--- src/common/ftms_regs.vh ---
// constants of the frame trigger and master/slave sync block
// assumes: included by bare name from the design files
`ifndef FTMS_REGS_VH
`define FTMS_REGS_VH

// ------------------------------------------------------------
// sync role settings
// ------------------------------------------------------------
`define FTMS_ROLE_SETTING 2'h0
`define FTMS_ROLE_MASTER 2'h1
`define FTMS_ROLE_SLAVE 2'h2
`define FTMS_ROLE_AUTO 2'h3
`define FTMS_NUM_SETS 4

// ------------------------------------------------------------
// debounce options
// ------------------------------------------------------------
`define FTMS_DB_LONG_LINES 2'h0
`define FTMS_DB_CLK_PULSES 2'h1
`define FTMS_DB_PEAK_HOLD 2'h2
`define FTMS_DB_SHORT_LINES 2'h3
`define FTMS_LONG_LINES_N 6'h3C
`define FTMS_SHORT_LINES_N 6'h04
`define FTMS_LN_CNT_ZERO 6'h00
`define FTMS_LN_CNT_ONE 6'h01
`define FTMS_CLK_PULSES_N 3'h4
`define FTMS_CK_CNT_ZERO 3'h0
`define FTMS_CK_CNT_ONE 3'h1

// ------------------------------------------------------------
// triggered frame scan modes
// ------------------------------------------------------------
`define FTMS_TRIG_FREE 2'h0
`define FTMS_TRIG_START 2'h1
`define FTMS_TRIG_START_STOP 2'h2

// ------------------------------------------------------------
// line counters
// ------------------------------------------------------------
`define FTMS_CNT_ZERO 16'h0000
`define FTMS_CNT_ONE 16'h0001

`endif

--- src/hw/ftms_top.v ---
// frame trigger edge handling and master/slave line/frame sync
// assumes: pins arrive asynchronously; config ports are core-clock
// levels; the link pins are resolved outside from the enables
//
// Contract
// - start-only, rising selected: frame starts on low-to-high trigger.
// - start-only, falling selected: frame starts on high-to-low trigger.
// - start/stop, rising start: start on rise, stop on next fall.
// - start/stop, falling start: start on fall, stop on next rise.
// - role values: from setting, master, slave, auto by select input.
// - master forwards trigger timing to slaves over the sync link.
// - all devices produce line and frame timing identical to master.
// - frame length comes from master; slave ignores own length.
// - each device keeps its own image offset along transport.
// - each device keeps own white-reference position and size.
// - commanded master or slave role needs no select input.
// - role value stored per configuration set; set switch may change it.
// - trigger sampled each line clock rise; debounce met before accept.
// - debounce: 60 lines, 4 clocks, peak hold, or 4 lines.
// - auto mode: select input high means slave, low means master.
`timescale 1ns/1ps
`default_nettype none
`include "ftms_regs.vh"

module ftms_top (
  input wire i_core_clk,
  input wire i_rst,
  input wire i_line_clk,
  input wire i_trig,
  input wire [1:0] i_trig_mode,
  input wire i_edge_rising,
  input wire [1:0] i_debounce_sel,
  input wire [1:0] i_cfg_set,
  input wire i_role_wr,
  input wire [1:0] i_role_wr_set,
  input wire [1:0] i_role_wr_val,
  input wire i_setting_is_master,
  input wire i_role_select_in_n,
  input wire i_master_free_run,
  input wire [15:0] i_frame_lines,
  input wire [15:0] i_y_offset,
  input wire [15:0] i_wref_x,
  input wire [15:0] i_wref_y,
  input wire [15:0] i_wref_size,
  input wire i_sync_link_line,
  output reg o_sync_link_line,
  output reg o_sync_link_line_oe,
  input wire i_sync_link_frame,
  output reg o_sync_link_frame,
  output reg o_sync_link_frame_oe,
  output reg o_is_master,
  output reg o_line_pulse,
  output reg o_frame_active,
  output reg o_frame_start,
  output reg o_frame_stop,
  output reg o_image_active,
  output reg o_wref_active,
  output reg [15:0] o_wref_x,
  output reg o_trig_level
);

  localparam ST_IDLE = 1'b0;
  localparam ST_FRAME = 1'b1;

  // ------------------------------------------------------------
  // pin synchronisers
  // ------------------------------------------------------------
  wire line_clk_s;
  wire trig_s;
  wire sel_n_s;
  wire link_line_s;
  wire link_frame_s;

  ftms_pin_sync u_sync_line (
    .i_core_clk(i_core_clk),
    .i_rst(i_rst),
    .i_pin(i_line_clk),
    .o_level(line_clk_s)
  );

  ftms_pin_sync u_sync_trig (
    .i_core_clk(i_core_clk),
    .i_rst(i_rst),
    .i_pin(i_trig),
    .o_level(trig_s)
  );

  ftms_pin_sync u_sync_sel (
    .i_core_clk(i_core_clk),
    .i_rst(i_rst),
    .i_pin(i_role_select_in_n),
    .o_level(sel_n_s)
  );

  ftms_pin_sync u_sync_link_line (
    .i_core_clk(i_core_clk),
    .i_rst(i_rst),
    .i_pin(i_sync_link_line),
    .o_level(link_line_s)
  );

  ftms_pin_sync u_sync_link_frame (
    .i_core_clk(i_core_clk),
    .i_rst(i_rst),
    .i_pin(i_sync_link_frame),
    .o_level(link_frame_s)
  );

  // ------------------------------------------------------------
  // role table, one entry per configuration set
  // ------------------------------------------------------------
  reg [1:0] role_tbl_q [0:`FTMS_NUM_SETS-1];
  reg is_master_d;
  integer k;

  always @(posedge i_core_clk or posedge i_rst) begin
    if (i_rst) begin
      for (k = 0; k < `FTMS_NUM_SETS; k = k + 1) begin
        role_tbl_q[k] <= `FTMS_ROLE_SETTING;
      end
    end else if (i_role_wr) begin
      role_tbl_q[i_role_wr_set] <= i_role_wr_val;
    end
  end

  always @* begin
    case (role_tbl_q[i_cfg_set])
      `FTMS_ROLE_SETTING: is_master_d = i_setting_is_master;
      `FTMS_ROLE_MASTER: is_master_d = 1'b1;
      `FTMS_ROLE_SLAVE: is_master_d = 1'b0;
      default: is_master_d = ~sel_n_s;
    endcase
  end

  // ------------------------------------------------------------
  // line timing: own line clock as master, link line as slave
  // ------------------------------------------------------------
  reg line_prev_q;
  wire line_lvl;
  wire line_edge;

  assign line_lvl = o_is_master ? line_clk_s : link_line_s;
  assign line_edge = line_lvl & ~line_prev_q;

  // ------------------------------------------------------------
  // trigger debounce, sampled on each line clock rise
  // ------------------------------------------------------------
  reg acc_q;
  reg acc_d;
  reg [5:0] ln_cnt_q;
  reg [5:0] ln_cnt_d;
  reg [5:0] ln_need;
  reg [2:0] ck_cnt_q;
  reg ck_lvl_q;
  reg peak_q;
  wire peak_d;

  // four-clock stability filter on the core clock
  always @(posedge i_core_clk or posedge i_rst) begin
    if (i_rst) begin
      ck_cnt_q <= `FTMS_CK_CNT_ZERO;
      ck_lvl_q <= 1'b0;
    end else if (trig_s == ck_lvl_q) begin
      ck_cnt_q <= `FTMS_CK_CNT_ZERO;
    end else if (ck_cnt_q + `FTMS_CK_CNT_ONE >= `FTMS_CLK_PULSES_N) begin
      ck_cnt_q <= `FTMS_CK_CNT_ZERO;
      ck_lvl_q <= trig_s;
    end else begin
      ck_cnt_q <= ck_cnt_q + `FTMS_CK_CNT_ONE;
    end
  end

  // peak holder: any change between samples is kept; new event wins
  assign peak_d = (line_edge ? 1'b0 : peak_q) | (trig_s != acc_d);

  always @* begin
    acc_d = acc_q;
    ln_cnt_d = ln_cnt_q;
    ln_need = (i_debounce_sel == `FTMS_DB_LONG_LINES) ?
              `FTMS_LONG_LINES_N : `FTMS_SHORT_LINES_N;
    if (line_edge) begin
      if (i_debounce_sel == `FTMS_DB_CLK_PULSES) begin
        acc_d = ck_lvl_q;
        ln_cnt_d = `FTMS_LN_CNT_ZERO;
      end else if (i_debounce_sel == `FTMS_DB_PEAK_HOLD) begin
        if (peak_q | (trig_s != acc_q)) begin
          acc_d = ~acc_q;
        end
        ln_cnt_d = `FTMS_LN_CNT_ZERO;
      end else if (trig_s == acc_q) begin
        ln_cnt_d = `FTMS_LN_CNT_ZERO;
      end else if (ln_cnt_q + `FTMS_LN_CNT_ONE >= ln_need) begin
        acc_d = trig_s;
        ln_cnt_d = `FTMS_LN_CNT_ZERO;
      end else begin
        ln_cnt_d = ln_cnt_q + `FTMS_LN_CNT_ONE;
      end
    end
  end

  // ------------------------------------------------------------
  // edge events from the accepted level
  // ------------------------------------------------------------
  wire trig_rise;
  wire trig_fall;
  wire start_ev;
  wire stop_ev;

  assign trig_rise = acc_d & ~acc_q;
  assign trig_fall = ~acc_d & acc_q;
  assign start_ev = (i_trig_mode == `FTMS_TRIG_START ||
                     i_trig_mode == `FTMS_TRIG_START_STOP) &&
                    (i_edge_rising ? trig_rise : trig_fall);
  assign stop_ev = (i_trig_mode == `FTMS_TRIG_START_STOP) &&
                   (i_edge_rising ? trig_fall : trig_rise);

  // ------------------------------------------------------------
  // master frame state machine
  // ------------------------------------------------------------
  reg state_q;
  reg state_d;
  reg [15:0] lcnt_q;
  reg [15:0] lcnt_d;
  wire len_done;

  // frame length ends a frame only on the master; lines are counted in both roles
  assign len_done = line_edge &&
                    (lcnt_q + `FTMS_CNT_ONE >= i_frame_lines);

  always @* begin
    state_d = state_q;
    case (state_q)
      ST_IDLE: begin
        if (o_is_master && start_ev) begin
          state_d = ST_FRAME;
        end
      end
      default: begin
        if (!o_is_master) begin
          state_d = ST_IDLE;
        end else if (i_trig_mode == `FTMS_TRIG_START_STOP) begin
          if (stop_ev) begin
            state_d = ST_IDLE;
          end
        end else if (i_trig_mode != `FTMS_TRIG_START || len_done) begin
          state_d = ST_IDLE;
        end
      end
    endcase
  end

  // ------------------------------------------------------------
  // frame as seen by this device
  // ------------------------------------------------------------
  reg frame_d;

  always @* begin
    if (o_is_master) begin
      frame_d = (state_d == ST_FRAME);
    end else if (i_master_free_run) begin
      frame_d = 1'b0;
    end else begin
      frame_d = link_frame_s;
    end
  end

  always @* begin
    lcnt_d = lcnt_q;
    if (frame_d && !o_frame_active) begin
      lcnt_d = `FTMS_CNT_ZERO;
    end else if (o_frame_active && line_edge) begin
      lcnt_d = lcnt_q + `FTMS_CNT_ONE;
    end
  end

  wire free_run;
  assign free_run = o_is_master ? (i_trig_mode == `FTMS_TRIG_FREE) :
                    i_master_free_run;

  // ------------------------------------------------------------
  // registers and outputs
  // ------------------------------------------------------------
  always @(posedge i_core_clk or posedge i_rst) begin
    if (i_rst) begin
      o_is_master <= 1'b0;
      line_prev_q <= 1'b0;
      acc_q <= 1'b0;
      ln_cnt_q <= `FTMS_LN_CNT_ZERO;
      peak_q <= 1'b0;
      state_q <= ST_IDLE;
      lcnt_q <= `FTMS_CNT_ZERO;
      o_sync_link_line <= 1'b0;
      o_sync_link_line_oe <= 1'b0;
      o_sync_link_frame <= 1'b0;
      o_sync_link_frame_oe <= 1'b0;
      o_line_pulse <= 1'b0;
      o_frame_active <= 1'b0;
      o_frame_start <= 1'b0;
      o_frame_stop <= 1'b0;
      o_image_active <= 1'b0;
      o_wref_active <= 1'b0;
      o_wref_x <= `FTMS_CNT_ZERO;
      o_trig_level <= 1'b0;
    end else begin
      o_is_master <= is_master_d;
      line_prev_q <= line_lvl;
      acc_q <= acc_d;
      ln_cnt_q <= ln_cnt_d;
      peak_q <= peak_d;
      state_q <= state_d;
      lcnt_q <= lcnt_d;
      o_sync_link_line <= line_clk_s;
      o_sync_link_line_oe <= is_master_d;
      o_sync_link_frame <= o_is_master && (state_d == ST_FRAME);
      o_sync_link_frame_oe <= is_master_d;
      o_line_pulse <= line_edge;
      o_frame_active <= frame_d;
      o_frame_start <= frame_d & ~o_frame_active;
      o_frame_stop <= ~frame_d & o_frame_active;
      o_image_active <= free_run ||
                        (frame_d && lcnt_d >= i_y_offset);
      o_wref_active <= frame_d && lcnt_d >= i_wref_y &&
                       (lcnt_d - i_wref_y) < i_wref_size;
      o_wref_x <= i_wref_x;
      o_trig_level <= acc_d;
    end
  end

endmodule // ftms_top

`default_nettype wire

--- src/hw/ftms_pin_sync.v ---
// three-stage synchroniser for one pin-level input
// assumes: i_pin is asynchronous to i_core_clk
`timescale 1ns/1ps
`default_nettype none

module ftms_pin_sync (
  input wire i_core_clk,
  input wire i_rst,
  input wire i_pin,
  output reg o_level
);

  reg s1_q;
  reg s2_q;
  reg s3_q;

  // ------------------------------------------------------------
  // level changes only once stage two and three agree
  // ------------------------------------------------------------
  always @(posedge i_core_clk or posedge i_rst) begin
    if (i_rst) begin
      s1_q <= 1'b0;
      s2_q <= 1'b0;
      s3_q <= 1'b0;
      o_level <= 1'b0;
    end else begin
      s1_q <= i_pin;
      s2_q <= s1_q;
      s3_q <= s2_q;
      if (s2_q == s3_q) begin
        o_level <= s3_q;
      end
    end
  end

endmodule // ftms_pin_sync

`default_nettype wire

--- config.mk ---
export PLATFORM = sky130hd
export DESIGN_NAME = ftms_top
export DESIGN_NICKNAME = d
export VERILOG_FILES = /design/src/hw/ftms_top.v /design/src/hw/ftms_pin_sync.v
export VERILOG_INCLUDE_DIRS = /design/src /design/src/common
export SDC_FILE = /design/constraint.sdc
export NUM_CORES = 1
export LEC_CHECK = 0
export BUFFER_PORTS_ARGS = -buffer_cell sky130_fd_sc_hd__buf_2
export CAP_MARGIN = 20
export CORE_MARGIN = 3
export CORE_UTILIZATION = 50
export CTS_BUF_LIST = sky130_fd_sc_hd__clkbuf_8 sky130_fd_sc_hd__clkbuf_16
export DETAILED_ROUTE_END_ITERATION = 10
export MAX_ROUTING_LAYER = met4
export PLACE_DENSITY = 0.79
export RECOVER_POWER = 25
export SYNTH_ARGS = -nofsm -noshare
export SYNTH_HDL_FRONTEND = slang
export SYNTH_SLANG_ARGS = --single-unit
export TNS_END_PERCENT = 10
--- constraint.sdc ---
create_clock -name i_core_clk -period 6.39 [get_ports i_core_clk]
set_input_delay 0.3195 -clock i_core_clk [delete_from_list [all_inputs] [get_ports i_core_clk]]
set_output_delay 0.3195 -clock i_core_clk [all_outputs]
set_load 0.1 [all_outputs]
* Word-level counts from Yosys, hierarchy flattened
Cells that the tools add are included.
** Storage, ports and cells
- Bits in registers :: 83
- Bits of input ports :: 101
- Output and inout bits :: 28
- Logic and storage cells :: 141
** Operators by class
- Add/subtract/negate cells :: 4
- $lt $le $gt $ge :: 9
- Eq/ne operators :: 16
- Mux-type cells :: 35
- Bitwise logic cells :: 16
- Reductions and logical operators :: 19
** Operators with widths (count)
- $ge A16 B16 Y1 :: 3
- $mux W16 :: 2
- $mux W6 :: 5
- $mux W1 :: 19
- $add A16 B1 Y16 const B :: 1
- $lt A16 B16 Y1 :: 1
- $sub A16 B16 Y16 :: 1
- $logic_and A1 B1 Y1 :: 11
- $ge A3 B3 Y1 const B :: 3
- $bwmux W8 :: 1
- $eq A1 B1 Y1 :: 7
- $not A1 Y1 :: 7
- $add A6 B1 Y6 const B :: 1
- $eq A2 B1 Y1 const B :: 3
- $eq A2 B2 Y1 const B :: 3
- $ge A6 B6 Y1 :: 1
- $logic_not A2 Y1 :: 3
- $mux W2 :: 3
- $mux W3 :: 2
- $not A2 Y3 :: 2
- $and A1 B1 Y1 :: 5
- $bmux W2 S2 :: 1
- $demux W2 S2 :: 1
- $add A3 B1 Y3 const B :: 1
- 8 further kinds :: 12

* Logic depth before layout (Yosys ltp)
Gate-level depths: netlist (run 1).
- Depth in word-level cells :: 22
- Mapped depth :: 31

* Hierarchy
Synthesis (run 1) repeated with hierarchy kept, for this count alone.
** Unflattened totals
- Cell total of the unflattened synthesis :: 562
- Area total of the unflattened synthesis :: 5386.4 sq um
** Modules (own cells, without submodules)
- ftms_top :: instances 1, cells each 532, area an instance 4810.9 sq um
- ftms_pin_sync :: instances 5, cells each 6, area an instance 115.1 sq um

* Worst setup path before layout (run 1)
OpenSTA, ideal clock, no wires.
- Path type :: flip-flop to flip-flop
- From :: reg lcnt_q[2]
- To :: reg o_wref_active
- Data arrival time :: 6.125 ns
- Data required time :: 6.323 ns
- Setup slack :: 0.198 ns
- Cell stages (with the launch flop) :: 30
- Buffers on the path :: 0
- Period minus slack after synthesis :: 6.192 ns
- Cells stage by stage :: dfrtp_1 -> nand3_1 -> nor3_1 -> nand3_1 -> nor2_1 -> and2_1 -> nand3_1 -> xnor2_1 -> ha_1 -> nand2_1 -> a2111o_1 -> a211oi_2 -> and2b_4 -> a2111oi_4 -> o31ai_4 -> or2_1 -> ha_1 -> fa_1 -> nor2b_1 -> o31a_1 -> or2_1 -> a31oi_1 -> o311a_1 -> o21bai_1 -> a21oi_1 -> xnor2_1 -> ha_1 -> a21o_1 -> a211oi_1 -> o2111a_1
** On the way
- Cells in the longest elaborated chain, start to end :: 14
- Elaborated cells on any way between the ends :: 17
- Classes of those cells :: add/sub: 2; order compare: 3; mux: 7; reduce/logical: 5
** Ends and longest elaborated chain
- from (decl) :: line ftms_top.v:222 : reg [15:0] lcnt_q;
- from (signal assigned) :: line ftms_top.v:291 : lcnt_q <= `FTMS_CNT_ZERO;
- from (signal assigned) :: line ftms_top.v:311 : lcnt_q <= lcnt_d;
- $add A16 B1 Y16 (no source line)
- $ge A16 B16 Y1 :: line ftms_top.v:228 : (lcnt_q + `FTMS_CNT_ONE >= i_frame_lines);
- $logic_and A1 B1 Y1 :: line ftms_top.v:227 : assign len_done = line_edge &&
- $logic_or A1 B1 Y1 :: line ftms_top.v:245 : end else if (i_trig_mode != `FTMS_TRIG_START || len_done) begin
- $mux W1 :: line ftms_top.v:245
- $mux W1 :: line ftms_top.v:241 : end else if (i_trig_mode == `FTMS_TRIG_START_STOP) begin
- $mux W1 :: line ftms_top.v:239 : if (!o_is_master) begin
- $mux W1 :: line ftms_top.v:232 : case (state_q)
- $mux W1 :: line ftms_top.v:258 : if (o_is_master) begin
- $logic_and A1 B1 Y1 :: line ftms_top.v:269 : if (frame_d && !o_frame_active) begin
- $mux W16 :: line ftms_top.v:269
- $sub A16 B16 Y16 / $ge A16 B16 Y1 (equally long branches) :: line ftms_top.v:323, ftms_top.v:322
- $lt A16 B16 Y1 / $logic_and A1 B1 Y1 (equally long branches) :: line ftms_top.v:323, ftms_top.v:322
- $logic_and A1 B1 Y1 * :: line ftms_top.v:322 : o_wref_active <= frame_d && lcnt_d >= i_wref_y &&
- to (signal assigned) :: line ftms_top.v:322
- to (decl) :: line ftms_top.v:57 : output reg o_wref_active,
Mark *: on every way between the ends. The rest lies on a longest branch, timed or not.
A chain may end at the register's enable or synchronous reset.

* Final worst setup path (run 1)
- From :: reg lcnt_q[0]
- To :: reg o_wref_active
The elaborated chain is that of the path after synthesis.

==> summary.md, run 1 <==
| Metric | Value |
|---|---|
| Status | complete, but fails checks |
| Violated checks | capacitance limit, slew limit |
| Mapped cell area | 0.00555 sq mm |
| R2R depth | 29 |
| Initial antenna violation count | 0 |
| Final hold slack | 0.0581 ns |
| Pwr Density | 237 mW/mm^2 |
| Leak pwr | between 0.003 and 0.004 uW |
| Mapped Cells | 579 |
| Per-cell routed wire length | 14.8 um |
| Fmax | 157 MHz |
| Final min period | 6.36 ns |
| Worst-path clk slew | 0.10 ns |
| Total wire length | 13,100 um |
| Clock root cell | clkbuf_8 |
| Met3 GRT Util | 0.0321 |
| Die footprint | 0.0124 sq mm |
| CTS Buf Count | 9 |
| R2R Path Start | lcnt_q[0] |
| Unrepaired setup endpoints after global routing | true |
| Nets | 918 |
| Clock sinks | 83 |
| Vias per std cell | 5.23 |
| Crit end category | register |
| Synth cell types | 63 |
| Crit-path slowest cell | a2111oi_4 |
| Synth Register Bits | 83 |
| Crit path to | o_wref_active |
| Min-Delay Path Class | input port to register |
| Post-synth EDFFs | 0 |
| WS Path Type | register to register |
| CP max FO | 4 |
| Placer Congestion | 0.914 |
| Worst Setup Start Kind | register |
| Total GRT Usage | 0.212 |
| Ys Warns | 0 |
| Die X | about 110 um |
| CP Data Required Time | between 6 and 7 ns |
| Core Footprint | approximately 0.011 sq mm |
| Antenna Cells | 0 |
| DR pass1 iterations | 6 |
| Layout cell share with drive strength beyond 1 | 0.307 |
| MaxCap Viol Count | 1 |
| First-pass GRT wire length | approximately 21,000 um |
| Most used cells in the layout excluding fill and tap cells | buf_2, dfrtp_1, inv_1 |
| Via count | 4,623 |
| Area growth syn-to-layout | 24.5% |
| Final Setup Violations | 0 |
| Synth async-reset ratio | 1.00 |
| Crit. Startpoint | lcnt_q[0] |
| Peak supply drop | 0.166 mV |
| Initial core utilization | 0.526 |
| Relative max-transition margin | -1.78 |
| GR Layer Usage met1 | 0.263 |
| Hold Fails Final Rpt | 0 |
| Die Span Y | 111 um |
| Busiest grt layer | met2 |
| Clock Skew | 0.0146 ns |
| Mapped Nets | 754 |
| Fillers | 861 |
| Critical Path AT | 6.65 ns |
| HPWL Detailed | 10,200 um |
| Reg-to-reg setup timing slack | 0.03 ns |
| Mean Syn Cell Area | 9.59 sq um |
| CP max stage delay | between 0.4 and 0.5 ns |
| DR iter-0 viols | 212 |
| Clk_lat worst skew | 0.35 ns |
| Slew @ Worst Pin | 4.17 ns |
| Main flop type after synthesis | dfrtp_1 |
| Largest net degree at the start of global routing | 84 |
| Reg2reg end | o_wref_active |
| # rows | 37 |
| Antenna-violating nets left | 0 |
| GR Layer Usage met2 | 0.357 |
| Most used cell, CP | nand3_2 |
| Max clock buf depth | 2 |
| Commonest non-fill, non-tap cell in the layout | buf_2 |
| Grt ovf | 0 |
| Register area share after synthesis | 0.374 |
| Slew Viols, Final | 84 |
| I/O pins | 129 |
| Final routed DRC violation total | 0 |
| Pwr Total | ~1600 uW |
| CTS tree | yes |
| PortBufs | 128 |
| H-Tree Level Count | 3 |
| Vias in the first global route | 4,810 |
| Period utilization | 0.996 |
## synthesized netlist by cell type, drive strengths merged, types with 5 or more instances
master | number | area (sq um)
dfrtp | 83 | 2080
a21oi | 28 | 140
mux2i | 5 | 50.1
o21a | 9 | 67.6
o21ai | 26 | 130
a21o | 11 | 82.6
xnor2 | 26 | 228
maj3 | 5 | 50.1
nor3 | 8 | 45.0
xor2 | 19 | 166
nor2b | 6 | 37.5
ha | 73 | 913
nand4 | 8 | 50.1
nand2b | 8 | 50.1
inv | 76 | 285
mux2 | 9 | 101
nand2 | 45 | 169
a211oi | 6 | 50.1
clkbuf | 5 | 18.8
nor3b | 5 | 37.5
or2 | 9 | 56.3
nand3 | 11 | 55.1
and3 | 5 | 31.3
nor2 | 47 | 199
## worst min-delay path by stage
| stage | start | endpoint | slack [ns] | depth (start not counted) |
|---|---|---|---|---|
| floorplan | u_sync_line.s1_q | u_sync_line.s2_q | 0.33 | 0 |
| global placement | u_sync_sel.s1_q | u_sync_sel.s2_q | 0.33 | 0 |
| detailed placement | u_sync_link_frame.s1_q | u_sync_link_frame.s2_q | 0.34 | 0 |
| CTS | i_role_select_in_n | u_sync_sel.s1_q | 0.05 | 1 |
| global route | i_wref_x[4] | o_wref_x[4] | 0.04 | 1 |
| finish | i_wref_x[5] | o_wref_x[5] | 0.06 | 1 |
## where the power goes
group / switching (uW) / internal [uW] / total (uW)
Sequential: 42.7 / 578 / 621
Combinational: 379 / 210 / 589
Clock: 203 / 228 / 431
## cells by family (layout without fill, tap and decap cells)
| family | Yosys count | count (layout) | synth area share |
|---|---|---|---|
| AO/OA/AOI/OAI | 107 | 107 | 0.134 |
| XOR/XNOR | 45 | 45 | 0.0710 |
| adder cells (fa/ha/maj) | 79 | 79 | 0.177 |
| buffers and inverters | 84 | 253 | 0.0595 |
| flip-flops | 83 | 83 | 0.374 |
| multiplexers | 16 | 16 | 0.0354 |
| other | 1 | 1 | 0.000675 |
| AND/OR/NAND/NOR | 164 | 164 | 0.148 |
## flip-flops by register name (all words and copies together) (netlist names), 3 cells and up
name	flops
o_wref_x	16
ln_cnt_q	6
role_tbl_q	8
lcnt_q	16
ck_cnt_q	3
## cell type report
cell class	instances	area, sq um	area share
clock buffer	9	124	0.0179
clock inverter	7	106	0.0154
inverter	76	287	0.0414
multi-input combinational	412	3260	0.472
sequential	83	2080	0.300
tap	136	170	0.0246
timing repair buffer	161	887	0.128
## what timing repair did
action                     in CTS  in global routing
gates cloned                    0                  0
buffers inserted                8                 15
setup endpoints to repair       1                  1
pin swaps                       5                 31
hold buffers                    0                  0
resized for setup               4                 27
## through the flow
stage                util  cell area, sq um  TNS, ns  std cells  worst slack (ns)
floorplan               -              5550        0        579             0.198
global placement    0.606              6390        0        845             0.107
detailed placement  0.606              6390   -0.113        845            -0.113
CTS                 0.635              6700        0        869            0.0237
global route        0.655              6920   -0.262        884            -0.262
finish              0.655              6920        0        884            0.0264
## worst max-delay path, delay by kind of cell (launching register included)
kind / cells / cell delay, ns
compound gates: 12 / 2.60
xor+xnor: 2 / 0.36
fa+ha+maj: 4 / 1.21
flops: 1 / 0.39
simple gates: 11 / 1.72
## routing by layer
metal | share of wire | vias up
met5 | 0 | -
met2 | 0.51 | 118
li1 | - | 2309
met4 | 0.018 | 0
met1 | 0.43 | 2177
met3 | 0.041 | 19
(Power assumes the default switching activity.)
==> run 2, diff against run 1 <==
CORE_UTILIZATION = 59   (was 50)
PLACE_DENSITY = 0.87   (was 0.79)
clock period = 7.9 ns   (was 6.39 ns; I/O delays follow)
==> summary.md, run 2 (same netlist as run 1, synthesis figures left out) <==
| Metric | Value |
|---|---|
| Unrepaired setup endpoints after global routing | false |
| First-pass GRT wire length | between 15,000 and 20,000 um |
| Area growth syn-to-layout | 16.7% |
| Hold Fails Final Rpt | 0 |
| Post-CTS Setup Inserts | 0 |
| Critical Path AT | ~7.3 ns |
| Crit end category | register |
| H-Tree Level Count | 3 |
| CTS Buf Count | 9 |
| Peak supply drop | roughly 0.14 mV |
| Period utilization | 0.891 |
| Clock sinks | between 80 and 90 |
| Nets | 886 |
| Clk_lat worst skew | approximately 0.36 ns |
| Final Setup Violations | 0 |
| HPWL Detailed | 10,100 um |
| DR pass1 iterations | 5 |
| Final min period | between 7 and 8 ns |
| Worst Setup Start Kind | register |
| Via count | around 4,500 |
| Fillers | 655 |
| CP max FO | 19 |
| Layout cell share with drive strength beyond 1 | 0.242 |
| Largest net degree at the start of global routing | 84 |
| Top sig layer | met4 |
| Grt ovf | 0 |
| Per-cell routed wire length | 14.8 um |
| Vias in the first global route | 4,431 |
| Crit-path slowest cell | a2111oi_4 |
| Relative max-transition margin | -1.78 |
| R2R Path Start | lcnt_q[2] |
| Met2 WL | roughly 6100 um |
| Final hold slack | approximately 0.14 ns |
| Core Footprint | 0.00893 sq mm |
| Slew @ Worst Pin | 4.17 ns |
| Status | complete, but fails checks |
| DR iter-0 viols | 130 |
| WS Path Type | register to register |
| Total wire length | 12,200 um |
| Clock root cell | clkbuf_8 |
| CP max stage delay | 0.43 ns |
| I/O pins | 129 |
| CP Data Required Time | 8.19 ns |
| Worst-path clk slew | 0.10 ns |
| Post-CTS Hold Fix Bufs | 0 |
| Biggest regs | lcnt_q (16), o_wref_x (16), role_tbl_q (8) |
| Placer Congestion | 0.905 |
| Die footprint | 0.0106 sq mm |
| TNS Setup | 0 ns |
| Total GRT Usage | 0.243 |
| Die X | 103 um |
| R2R depth | 29 |
| Leak pwr | 0.00351 uW |
| Max clock buf depth | 2 |
| Multi-input gate area | approximately 0.0031 sq mm |
| Post_cts resized | 0 |
| Hold_sp | i_wref_x[10] |
| Fin util | 0.725 |
| PortBufs | 128 |
| # rows | 34 |
| Antenna-violating nets left | 0 |
| Die Span Y | 103 um |
| CTS tree | yes |
| Min-Delay Endpoint | o_wref_x[10] |
| Reg2reg end | o_wref_active |
| Final routed DRC violation total | 0 |
| Initial antenna violation count | 0 |
| Fmax | 142 MHz |
| Pwr Density | 192 mW/mm^2 |
| Clock Skew | 0.0208 ns |
| Register area | 0.00208 sq mm |
| Routed length on met3 | 596 um |
| WL met1 | 5390 um |
| Reg-to-reg setup timing slack | 0.86 ns |
| Vias per std cell | 5.41 |
| Slew Viols, Final | 84 |
| Min-Delay Path Class | input port to register |
| Violated checks | capacitance limit, slew limit |
| Antenna Cells | 0 |
| Commonest non-fill, non-tap cell in the layout | buf_2 |
| Initial core utilization | 0.622 |
| Most used cells in the layout excluding fill and tap cells | buf_2, dfrtp_1, inv_1 |
| MaxCap Viol Count | 1 |
| Hold Path Stages | 1 |
-- run 2: cell count changes in the layout (fill, tap and decap cells not counted), moves of 3 or more --
| cell | previous run | this run |
|---|---|---|
| buf_4 | 31 | 0 |
| nand3_1 | 6 | 11 |
| nand3_2 | 4 | 0 |
| a211oi_1 | 2 | 5 |
| a211oi_2 | 4 | 1 |
| nor2_1 | 35 | 38 |
-- run 2: how the worst max path moves through the flow --
| stage | startpoint | to | slack [ns] | cells past startpoint |
|---|---|---|---|---|
| floorplan | lcnt_q[2] | o_wref_active | 1.71 | 29 |
| global placement | lcnt_q[2] | o_wref_active | 1.19 | 29 |
| detailed placement | lcnt_q[2] | o_wref_active | 0.91 | 29 |
| CTS | lcnt_q[2] | o_wref_active | 0.85 | 29 |
| global route | lcnt_q[0] | o_wref_active | 0.38 | 29 |
| finish | lcnt_q[2] | o_wref_active | 0.86 | 29 |
-- run 2: cell type report --
type                       count  area share
timing repair buffer         129      0.0991
tap                          108      0.0209
clock buffer                   9      0.0191
multi-input combinational    412       0.485
clock inverter                 7      0.0108
sequential                    83       0.321
inverter                      76      0.0442
-- run 2: power by group --
group          switching [uW]  internal (uW)  total (uW)  leakage [uW]
Combinational             296            145         441       0.00238
Sequential               36.7            468         504       0.00104
Clock                     174            123         297     0.0000955
-- run 2: critical path: cells and delay by family, from the launching register on --
kind	cells	cell delay, ns
compound gates	12	2.89
xor+xnor	2	0.32
simple gates	11	2.17
fa+ha+maj	4	1.20
flops	1	0.42
-- run 2: metrics by stage --
stage,setup WS (ns),cells,power [uW],area [sq um]
6_report,0.864,824,1240,6480
5_1_grt,0.384,824,1310,6480
4_1_cts,0.854,824,1250,6490
3_5_place_dp,0.912,808,954,6290
3_3_place_gp,1.19,808,932,6290
2_1_floorplan,1.71,579,851,5550
-- run 2: layer usage --
layer	global-route usage	vias up
met2	0.405	122
met5	-	-
li1	-	2238
met1	0.307	2083
met4	0.0568	0
met3	0.0460	14
==> run 3, diff against run 2 <==
CORE_UTILIZATION = 40   (was 59)
PLACE_DENSITY = 0.63   (was 0.87)
==> summary.md, run 3 (same netlist as run 1, synthesis figures left out) <==
| Metric | Value |
|---|---|
| Status | complete, but fails checks |
| Violated checks | capacitance limit, slew limit |
| DR iter-0 viols | 189 |
| Worst-path clk slew | 0.07 ns |
| Core Footprint | 0.0134 sq mm |
| Die Span Y | 124 um |
| Largest net degree at the start of global routing | 84 |
| Die footprint | 0.0153 sq mm |
| Clock root cell | clkbuf_16 |
| Nets | 887 |
| Fillers | 1,265 |
| Post-CTS Setup Inserts | 0 |
| PortBufs | 128 |
| Vias per std cell | between 4 and 5 |
| Critical Path AT | 7.31 ns |
| Non-filler cells, final | about 900 |
| Relative max-transition margin | -1.47 |
| Total GRT Usage | 0.174 |
| Via count | 4,384 |
| Worst Setup Start Kind | register |
| # rows | 42 |
| Min-Delay Path Class | input port to register |
| HPWL Detailed | 10,100 um |
| CP Data Required Time | slightly above 8 ns |
| Most used cells in the layout excluding fill and tap cells | buf_2, dfrtp_1, inv_1 |
| Slew @ Worst Pin | around 3.7 ns |
| MaxCap Viol Count | 1 |
| Layout cell share with drive strength beyond 1 | 0.247 |
| Grt ovf | 0 |
| Min-Delay Endpoint | u_sync_link_frame.s1_q |
| CP max stage delay | 0.42 ns |
| Period utilization | 0.890 |
| Per-cell routed wire length | 13.9 um |
| Antenna-violating nets left | 0 |
| Register area | between 0.002 and 0.0025 sq mm |
| Met2 WL | 6120 um |
| DR pass1 iterations | 5 |
| Peak supply drop | 0.167 mV |
| Die X | 124 um |
| Fmax | 142 MHz |
| Pwr Density | 203 mW/mm^2 |
| Antenna Cells | 0 |
| Hold Fails Final Rpt | 0 |
| H-Tree Level Count | 3 |
| Hold Path Stages | 1 |
| Final min period | roughly 7.0 ns |
| Clock sinks | between 80 and 90 |
| Post_cts resized | 0 |
| Top sig layer | met4 |
| CP max FO | 19 |
| Reg2reg end | o_wref_active |
| WS Path Type | register to register |
| Placer Congestion | 0.850 |
| Total wire length | about 12,000 um |
| Biggest regs | lcnt_q (16), o_wref_x (16), role_tbl_q (8) |
| Reg-to-reg setup timing slack | 0.87 ns |
| WL met1 | roughly 5600 um |
| # placed instances | 876 |
| Initial antenna violation count | 0 |
| Final Setup Violations | 0 |
| I/O pins | 129 |
| R2R depth | 29 |
| TNS Setup | 0 ns |
| Leak pwr | ~0.0036 uW |
| Routed length on met3 | around 520 um |
| Unrepaired setup endpoints after global routing | false |
| Hold_sp | i_sync_link_frame |
| CTS tree | yes |
| R2R Path Start | lcnt_q[2] |
| Initial core utilization | 0.414 |
| Commonest non-fill, non-tap cell in the layout | buf_2 |
| Area growth syn-to-layout | 20.1% |
| Clock Skew | 0.00892 ns |
| Vias in the first global route | about 4,500 |
| Final routed DRC violation total | 0 |
| First-pass GRT wire length | 20,700 um |
| Clk_lat worst skew | 0.33 ns |
| Multi-input gate area | 0.00315 sq mm |
| CTS Buf Count | 9 |
| Slew Viols, Final | 73 |
| Crit end category | register |
| Post-CTS Hold Fix Bufs | 0 |
| Crit-path slowest cell | a2111oi_4 |
| Max clock buf depth | 2 |
[run 3: cell count changes in the layout (fill, tap and decap cells not counted)]
cell,before,now
mux2_1,2,0
buf_2,126,128
clkbuf_16,0,9
clkbuf_8,9,1
clkbuf_1,3,2
mux2_2,7,9
clkinv_8,1,0
[run 3: worst max-delay path by stage]
stage / slack, ns / from / end
2_1_floorplan: 1.71 / lcnt_q[2] / o_wref_active
3_3_place_gp: 1.16 / lcnt_q[2] / o_wref_active
3_5_place_dp: 0.86 / lcnt_q[2] / o_wref_active
4_1_cts: 0.86 / lcnt_q[2] / o_wref_active
5_1_grt: 0.22 / lcnt_q[0] / o_wref_active
6_report: 0.87 / lcnt_q[2] / o_wref_active
[run 3: per-layer routing]
layer	GRT usage	vias to the layer above
li1	-	2238
met1	0.224	2021
met2	0.285	108
met3	0.0309	17
met4	0.0505	0
met5	-	-
[run 3: critical path, delay by kind of cell (launching register included)]
family,cells,cell delay (ns)
adders and majority gates,4,1.21
xor gates and xnor gates,2,0.29
and+or+nand+nor,11,2.21
AOI/OAI and AO/OA,12,2.83
DFF,1,0.41
[run 3: stage by stage]
step | util | instance area [sq um] | worst slack (ns) | hold slack [ns] | total power [uW]
3_5_place_dp | 0.476 | 6380 | 0.858 | 0.335 | 952
5_1_grt | 0.498 | 6670 | 0.216 | 0.144 | 1440
4_1_cts | 0.498 | 6670 | 0.861 | 0.148 | 1370
2_1_floorplan | - | 5550 | 1.71 | 0.331 | 851
3_3_place_gp | 0.476 | 6380 | 1.16 | 0.332 | 937
6_report | 0.498 | 6670 | 0.871 | 0.161 | 1360
[run 3: area by class of cell]
class                           count  share of cell area
Clock buffer                       10              0.0358
Clock inverter                      6             0.00807
Inverter                           76              0.0430
Multi-Input combinational cell    412               0.472
Sequential cell                    83               0.311
Tap cell                          176              0.0330
Timing Repair Buffer              130              0.0972
[run 3: where the power goes]
group          total, uW  switching [uW]  leakage (uW)  internal, uW
registers            503            34.7       0.00104           468
logic                439             293       0.00239           146
clock network        414             186      0.000142           228
